`config.mk`:
```
export PLATFORM = sky130hd
export DESIGN_NAME = cpr_regs
export DESIGN_NICKNAME = d
export VERILOG_FILES = /design/src/core/cpr_pkg.sv /design/src/core/cpr_regs.sv /design/src/core/cpr_pin_sync.sv
export SDC_FILE = /design/constraint.sdc
export NUM_CORES = 1
export LEC_CHECK = 0
export CORE_MARGIN = 1
export CORE_UTILIZATION = 55
export DETAILED_ROUTE_END_ITERATION = 6
export DONT_BUFFER_PORTS = 1
export GPL_TIMING_DRIVEN = 0
export PLACE_DENSITY_LB_ADDON = 0.1
export SYNTH_ARGS = -nofsm -noshare
export SYNTH_HDL_FRONTEND = slang
export SYNTH_HIERARCHICAL = 1
export SYNTH_SLANG_ARGS = --single-unit
```
`constraint.sdc`:
```
create_clock -name clk -period 2 [get_ports clk]
set_input_delay 0.4 -clock clk [delete_from_list [all_inputs] [get_ports clk]]
set_output_delay 0.4 -clock clk [all_outputs]
set_load 0.01 [all_outputs]
```
`src/core/cpr_pkg.sv`:
```
// cpr_pkg: offsets, field positions, reset values and codes for the
// power-path, tracking and temperature-threshold register slice.
// assumes: byte-wide registers reached by an 8-bit address.
package cpr_pkg;

    // ------------------------------------------------------------
    // register offsets
    // ------------------------------------------------------------
    localparam logic [7:0] CPR_OFS_PATH    = 8'h19;
    localparam logic [7:0] CPR_OFS_TRACK   = 8'h1a;
    localparam logic [7:0] CPR_OFS_TEMP    = 8'h1b;
    localparam logic [7:0] CPR_OFS_WDCTRL  = 8'h17;

    // ------------------------------------------------------------
    // reset values
    // ------------------------------------------------------------
    localparam logic [7:0] CPR_RST_PATH    = 8'h20;
    localparam logic [7:0] CPR_RST_TRACK   = 8'h20;
    localparam logic [7:0] CPR_RST_TEMP    = 8'h96;

    // ------------------------------------------------------------
    // writable masks, reserved bits clear
    // ------------------------------------------------------------
    localparam logic [7:0] CPR_MASK_PATH   = 8'he1;
    localparam logic [7:0] CPR_MASK_TRACK  = 8'he7;
    localparam logic [7:0] CPR_MASK_TEMP   = 8'hff;

    // ------------------------------------------------------------
    // field positions
    // ------------------------------------------------------------
    localparam int CPR_BIT_DEFAULTS   = 7;
    localparam int CPR_BIT_INLOAD     = 6;
    localparam int CPR_BIT_PULSESKIP  = 5;
    localparam int CPR_BIT_REVERSE    = 0;
    localparam int CPR_BIT_SWEEP      = 7;
    localparam int CPR_POS_PERTURB    = 5;
    localparam int CPR_POS_SWEEPPER   = 1;
    localparam int CPR_BIT_TRACK      = 0;
    localparam int CPR_POS_HOT        = 6;
    localparam int CPR_POS_WARM       = 4;
    localparam int CPR_POS_COOL       = 2;
    localparam int CPR_POS_COLD       = 0;
    localparam int CPR_BIT_KICK       = 5;

    // ------------------------------------------------------------
    // timing
    // ------------------------------------------------------------
    localparam int CPR_CLK_MHZ        = 50;
    localparam int CPR_SYNC_STAGES    = 3;

    typedef enum logic [2:0] {
        CPR_SWP_IDLE = 3'b001,
        CPR_SWP_RUN  = 3'b010,
        CPR_SWP_DONE = 3'b100
    } cpr_sweep_t;

endpackage : cpr_pkg

```
`src/core/cpr_regs.sv`:
```
// cpr_regs: power-path, tracking and temperature-threshold registers.
// assumes: host reaches registers by a byte write/read port on clk;
// watchdog expiry, adapter plug-in and sweep completion are same-clock pulses.
//
// Function
// - writing defaults-restore bit reloads all registers, then bit self-clears
// - input load enable drives load; reset by register reset and watchdog
// - valid sync detection on sync pin clears pulse-skip enable
// - host may set pulse-skip again; it then holds despite sync present
// - pulse-skip bit resets to one; zero means fixed-frequency light load
// - sweep trigger starts sweep, restarts timers, clears on sweep done
// - perturb-observe period codes: off, 0.5 s, 1 s, 10 s; reset 01b
// - sweep period codes: 3, 10, 15, 20 minutes; reset 00b
// - tracking enabled blocks host measurement-control writes; default off
// - hot threshold select codes 50 to 65 C; reset 10b
// - warm threshold select codes 40 to 55 C; reset 01b
// - cool threshold select codes 5 to 20 C; reset 01b
// - cold threshold select codes -10 to 5 C; reset 10b
// - watchdog kick bit restarts timer, then device clears it
`timescale 1ns/10ps
module cpr_regs
    import cpr_pkg::*;
(
    input  wire logic       clk,
    input  wire logic       rst_b,
    input  wire logic       clkEn,
    input  wire logic       regWrite,
    input  wire logic [7:0] regAddr,
    input  wire logic [7:0] regWdata,
    output logic      [7:0] regRdata,
    input  wire logic       watchdogExpired,
    input  wire logic       adapterPlugIn,
    input  wire logic       sweepComplete,
    input  wire logic       switchingSyncPin,
    input  wire logic       measCtrlWriteReq,
    output logic            measCtrlWriteAllow,
    output logic            watchdogRestart,
    output logic            sweepStart,
    output logic            sweepActive,
    output logic            inputLoadEnable,
    output logic            lightLoadPulseSkipEnable,
    output logic            reversePowerEnable,
    output logic      [1:0] perturbObservePeriod,
    output logic      [1:0] panelSweepPeriod,
    output logic            maxPowerTrackingEnable,
    output logic      [1:0] hotThresholdSelect,
    output logic      [1:0] warmThresholdSelect,
    output logic      [1:0] coolThresholdSelect,
    output logic      [1:0] coldThresholdSelect
);

    // ------------------------------------------------------------
    // storage and sync pin
    // ------------------------------------------------------------
    logic [7:0] pathReg;
    logic [7:0] trackReg;
    logic [7:0] tempReg;
    logic       kick;
    logic [7:0] next_pathReg;
    logic [7:0] next_trackReg;
    logic [7:0] next_tempReg;
    logic       next_kick;
    cpr_sweep_t sweepState;
    cpr_sweep_t next_sweepState;
    logic       sweepFresh;
    logic       next_sweepFresh;
    logic       syncValid;
    logic       syncRise;

    cpr_pin_sync u_sync (
        .clk      (clk),
        .rst_b    (rst_b),
        .clkEn    (clkEn),
        .pinIn    (switchingSyncPin),
        .pinLevel (syncValid),
        .pinRise  (syncRise)
    );

    function automatic logic hit(input logic [7:0] a, input logic [7:0] ofs);
        hit = regWrite && (a == ofs);
    endfunction : hit

    logic wrPath;
    logic wrTrack;
    logic wrTemp;
    logic wrCtrl;
    logic restore;
    assign wrPath  = hit(regAddr, CPR_OFS_PATH);
    assign wrTrack = hit(regAddr, CPR_OFS_TRACK);
    assign wrTemp  = hit(regAddr, CPR_OFS_TEMP);
    assign wrCtrl  = hit(regAddr, CPR_OFS_WDCTRL);
    assign restore = wrPath && regWdata[CPR_BIT_DEFAULTS];

    // ------------------------------------------------------------
    // next-value logic
    // ------------------------------------------------------------
    always_comb begin
        next_pathReg    = pathReg;
        next_trackReg   = trackReg;
        next_tempReg    = tempReg;
        next_kick       = kick;
        next_sweepState = sweepState;
        next_sweepFresh = sweepFresh;
        if (clkEn) begin
            // kick drops only on a running clock; a frozen bank keeps it
            next_kick = 1'b0;
            // masked writes keep reserved bits zero
            if (wrPath) begin
                next_pathReg = regWdata & CPR_MASK_PATH;
            end
            if (wrTrack) begin
                next_trackReg = regWdata & CPR_MASK_TRACK;
            end
            if (wrTemp) begin
                next_tempReg = regWdata & CPR_MASK_TEMP;
            end
            // kick held one cycle then cleared
            if (wrCtrl) begin
                next_kick = regWdata[CPR_BIT_KICK];
            end
            // sync edge clears pulse-skip; same-cycle host write wins
            if (syncRise && !wrPath) begin
                next_pathReg[CPR_BIT_PULSESKIP] = 1'b0;
            end
            if (watchdogExpired) begin
                next_pathReg[CPR_BIT_INLOAD]  = 1'b0;
                next_pathReg[CPR_BIT_REVERSE] = 1'b0;
            end
            if (adapterPlugIn) begin
                next_pathReg[CPR_BIT_REVERSE] = 1'b0;
            end
            case (sweepState)
                CPR_SWP_IDLE: begin
                    if (next_trackReg[CPR_BIT_SWEEP]) begin
                        next_sweepState = CPR_SWP_RUN;
                    end
                end
                CPR_SWP_RUN: begin
                    if (sweepComplete) begin
                        next_sweepState = CPR_SWP_DONE;
                        next_trackReg[CPR_BIT_SWEEP] = 1'b0;
                    end else begin
                        next_trackReg[CPR_BIT_SWEEP] = 1'b1;
                    end
                end
                CPR_SWP_DONE: begin
                    next_sweepState = CPR_SWP_IDLE;
                end
                default: begin
                    next_sweepState = CPR_SWP_IDLE;
                end
            endcase
            // start pulse marks the first run cycle; registered so
            // it cannot glitch with the write data that launched it
            next_sweepFresh = (sweepState == CPR_SWP_IDLE) && (next_sweepState == CPR_SWP_RUN);
            // restore overrides everything, bit reads back zero
            if (restore) begin
                next_pathReg    = CPR_RST_PATH;
                next_trackReg   = CPR_RST_TRACK;
                next_tempReg    = CPR_RST_TEMP;
                next_kick       = 1'b0;
                next_sweepState = CPR_SWP_IDLE;
                next_sweepFresh = 1'b0;
            end
        end
    end

    // ------------------------------------------------------------
    // registers
    // ------------------------------------------------------------
    always_ff @(posedge clk) begin
        if (!rst_b) begin
            pathReg    <= CPR_RST_PATH;
            trackReg   <= CPR_RST_TRACK;
            tempReg    <= CPR_RST_TEMP;
            kick       <= 1'b0;
            sweepState <= CPR_SWP_IDLE;
            sweepFresh <= 1'b0;
        end else begin
            pathReg    <= next_pathReg;
            trackReg   <= next_trackReg;
            tempReg    <= next_tempReg;
            kick       <= next_kick;
            sweepState <= next_sweepState;
            sweepFresh <= next_sweepFresh;
        end
    end

    // ------------------------------------------------------------
    // outputs
    // ------------------------------------------------------------
    always_comb begin
        case (regAddr)
            CPR_OFS_PATH:   regRdata = pathReg;
            CPR_OFS_TRACK:  regRdata = trackReg;
            CPR_OFS_TEMP:   regRdata = tempReg;
            CPR_OFS_WDCTRL: regRdata = {2'h0, kick, 5'h00};
            default:        regRdata = 8'h00;
        endcase
    end

    assign inputLoadEnable          = pathReg[CPR_BIT_INLOAD];
    // bit value alone selects mode, sync level not consulted
    assign lightLoadPulseSkipEnable = pathReg[CPR_BIT_PULSESKIP];
    assign reversePowerEnable       = pathReg[CPR_BIT_REVERSE];
    assign perturbObservePeriod     = trackReg[CPR_POS_PERTURB +: 2];
    assign panelSweepPeriod         = trackReg[CPR_POS_SWEEPPER +: 2];
    assign maxPowerTrackingEnable   = trackReg[CPR_BIT_TRACK];
    assign hotThresholdSelect       = tempReg[CPR_POS_HOT +: 2];
    assign warmThresholdSelect      = tempReg[CPR_POS_WARM +: 2];
    assign coolThresholdSelect      = tempReg[CPR_POS_COOL +: 2];
    assign coldThresholdSelect      = tempReg[CPR_POS_COLD +: 2];
    assign measCtrlWriteAllow       = measCtrlWriteReq && !trackReg[CPR_BIT_TRACK];
    assign watchdogRestart          = kick;
    // one-cycle start, tracking timers restart from it
    assign sweepStart               = sweepFresh;
    assign sweepActive              = (sweepState == CPR_SWP_RUN);
endmodule : cpr_regs

```
`src/core/cpr_pin_sync.sv`:
```
// cpr_pin_sync: three-stage synchroniser for an asynchronous pin.
// assumes: one clock, clock enable freezes the stages.
`timescale 1ns/10ps
module cpr_pin_sync
    import cpr_pkg::*;
(
    input  wire logic clk,
    input  wire logic rst_b,
    input  wire logic clkEn,
    input  wire logic pinIn,
    output logic      pinLevel,
    output logic      pinRise
);
    logic [CPR_SYNC_STAGES-1:0] stage;
    logic [CPR_SYNC_STAGES-1:0] next_stage;
    logic                       next_pinLevel;

    // level moves only when stages two and three agree
    always_comb begin
        next_stage    = stage;
        next_pinLevel = pinLevel;
        if (clkEn) begin
            next_stage = {stage[1:0], pinIn};
            if (stage[1] == stage[2]) begin
                next_pinLevel = stage[2];
            end
        end
    end

    always_ff @(posedge clk) begin
        if (!rst_b) begin
            stage    <= '0;
            pinLevel <= 1'b0;
        end else begin
            stage    <= next_stage;
            pinLevel <= next_pinLevel;
        end
    end

    assign pinRise = clkEn && !pinLevel && next_pinLevel;

endmodule : cpr_pin_sync

```
==> reports/metrics.csv <==
metric,value,unit
Final ANT Viol Nets,0,
Peak supply drop,0.481,mV
syn nets,193,
n_diodes,0,
period utilization,99.1,%
Power Dens Cells,574,mW/mm^2
Max Root-Sink Buffers,2,
clk sinks,27,
Syn Std Cell Area,0.00140,mm^2
layout overhead on the synthesized area,6.16,%
Layout Nets,197,
crit-path leading delay family,simple AND/OR/NAND/NOR gates,
Initial Util,61.1,%
Sw Ratio,25.4,%
clk slew on worst S/H paths,0.16,ns
Final Hold Fails,0,
initial antenna violation count,0,
aggregate routed wire length,3530,um
clk_lat worst skew,0.34,ns
Tot Pwr,855,uW
most used flip-flop cell after synthesis,dfxtp_1,
Pleak,0.521,nW
# fillers,221,
Die ar.,0.00276,mm^2
Mapped Avg Cell Area,8.35,um^2
WP data arrival,1.58,ns
worst-path cell with the longest stage delay,or4b_4,
Tmin final,1.98,ns
final setup fails,0,
CP cell instances,or4b_4 -> buf_6 -> nor3_4 -> a22oi_1 -> nand2_1,
peak fanout along the critical path,10,
H-tree depth,1,
I/O Pins,53,
first-pass GRT wire length,5460,um
Reg power frac,63.4,%
drt pass-1 iters,4,
worst hold path class,input pin to flop,
drt drc,0,
post-synth cell types,42,
CTS tree,built,
"most common cell after layout, fill and taps aside",dfxtp_1,
Chip Width,52.5,um
"Seq/Total Area, Yosys",38.5,%
Die Y,52.5,um
fmax,504,MHz
Crit. End Element,primary output,
Crit path buffers/inverters,1,
core box area,0.00230,mm^2
"EDFF count, synth",0,
Overflow after GRT,0,
relative slew slack,46.4,%
Max Cap Viol,0,
drt wl/cell,17.8,um
Iteration-0 DRC Markers,32,
Comb power frac,7.6,%
RD Place Congestion,0.887,
Slew @ Worst Pin,0.802,ns
layout cells sized above 1,11.1,%
Vias/cell,6.43,
Synth Register Bits,27,
Worst EP required,1.60,ns
crit-path max cell delay,0.52,ns
vias in the first global route,1175,
Crit Path Category,input pin to primary output,
Layout Utilization,64.8,%
Vias,1279,
Synth async-reset ratio,0,%
most frequent cells in the layout,"dfxtp_1 (27), nand2_1 (21), nor2_1 (14), a22oi_1 (11)",
Cell Int Power,638,uW
hold buffers post-CTS,0,
Ys Warns,6,
RSZ-0062 raised after global routing,true,
Final Slew Violations,0,
DP HPWL,2710,um
Num CTS Buffers,3,
Psw,217,uW
PortBufs,0,
Root Driver,clkbuf_4,
clk_skew,0.00884,ns
result of the run,"complete, no violations",
clock share of power,29.0,%
Startpoint Class,input pin,
pin count of the biggest net entering global routing,16,
Total GRT Usage,27.6,%
row count,17,
Gate Count Post-Synth,168,
area by class of cell:
type                    count  area (um^2)  area share, %
multi-input cells         121          792           53.2
flip-flops and latches     27          541           36.3
plain buffers              11         63.8           4.29
well taps                  28         35.0           2.35
inverters                   8         30.0           2.02
clock buffers               3         22.5           1.51
clock inverters             1         5.00          0.336
Yosys cell counts, types with 2 or more instances:
master    instances  area, um^2
and2_1            3        18.8
a21oi_1           8        40.0
nor4_1            3        18.8
clkbuf_1          7        26.3
buf_4             4        30.0
and3_1            3        18.8
o21ai_0           6        30.0
a22oi_1          11        82.6
dfxtp_1          27         541
mux2i_1           3        30.0
nor3_1            4        20.0
nor2_1           14        52.6
inv_1             8        30.0
nand4_1           5        31.3
nand2b_1          3        18.8
nand4b_1          2        17.5
a22o_1            2        17.5
nand2_1          21        78.8
o22ai_1           3        18.8
nand3_1           3        15.0
nor2b_1           7        43.8
flip-flops by register name, summed over array words and instances (netlist names):
signal           flops
sweepState           3
trackReg             6
tempReg              8
sweepStart           1
watchdogRestart      1
pathReg              4
u_sync/pinLevel      1
u_sync/stage         3
what timing repair did:
action | in CTS | in global routing
buffers inserted | 0 | 0
pin swaps | 1 | 0
endpoints found under the setup margin | 7 | 5
gates resized for setup | 2 | 1
final timing paths:
check,startpoint,endpoint,slack (ns),depth (start not counted)
worst min register to register,pathReg[7],pathReg[7],0.50,1
worst min-delay path,regWdata[1],tempReg[1],0.18,2
worst max register to register,sweepState[1],sweepStart,0.45,4
worst max-delay path,regAddr[5],regRdata[7],0.02,5
power groups by stage:
stage               Clock, mW  Combinational [mW]  Sequential [mW]
floorplan                   0              0.0496            0.554
global placement            0              0.0606            0.554
detailed placement          0              0.0623            0.554
CTS                     0.244              0.0642            0.542
global route            0.265              0.0722            0.543
finish                  0.248              0.0649            0.542
through the flow:
step	TNS, ns	instance area (um^2)	hold slack [ns]	instances	setup slack, ns
final	0	1490	0.177	199	0.0175
after global routing	-0.00878	1490	0.186	199	-0.00878
after CTS	0	1490	0.178	199	0.0263
after detailed placement	-1.29	1450	0.469	196	-0.203
after global placement	-0.962	1450	0.471	196	-0.159
after floorplan	0	1410	0.448	168	0.0555
worst register-to-register path: cells and delay by family (launching register included):
kind | cells | cell delay [ns]
flip-flops | 1 | 0.40
AO/OA/AOI/OAI | 1 | 0.10
AND/OR/NAND/NOR | 3 | 0.95
routing by layer:
layer / wire length (um) / vias up / part of all wire, % / global-route usage (%)
li1: - / 617 / - / -
met3: 267 / 6 / 7.6 / 4.64
met1: 1550 / 599 / 44 / 37.6
met5: 0 / - / 0 / 0
met4: 51 / 0 / 1.4 / 11.4
met2: 1660 / 57 / 47 / 42.8
cells by family after synthesis:
group,after synthesis,synth area share [%]
buf+inv,20,6.96
flops,27,38.5
compound gates,40,20.9
simple gates,78,31.5
mux,3,2.14
Note: power is estimated with default switching activity, not from simulation.
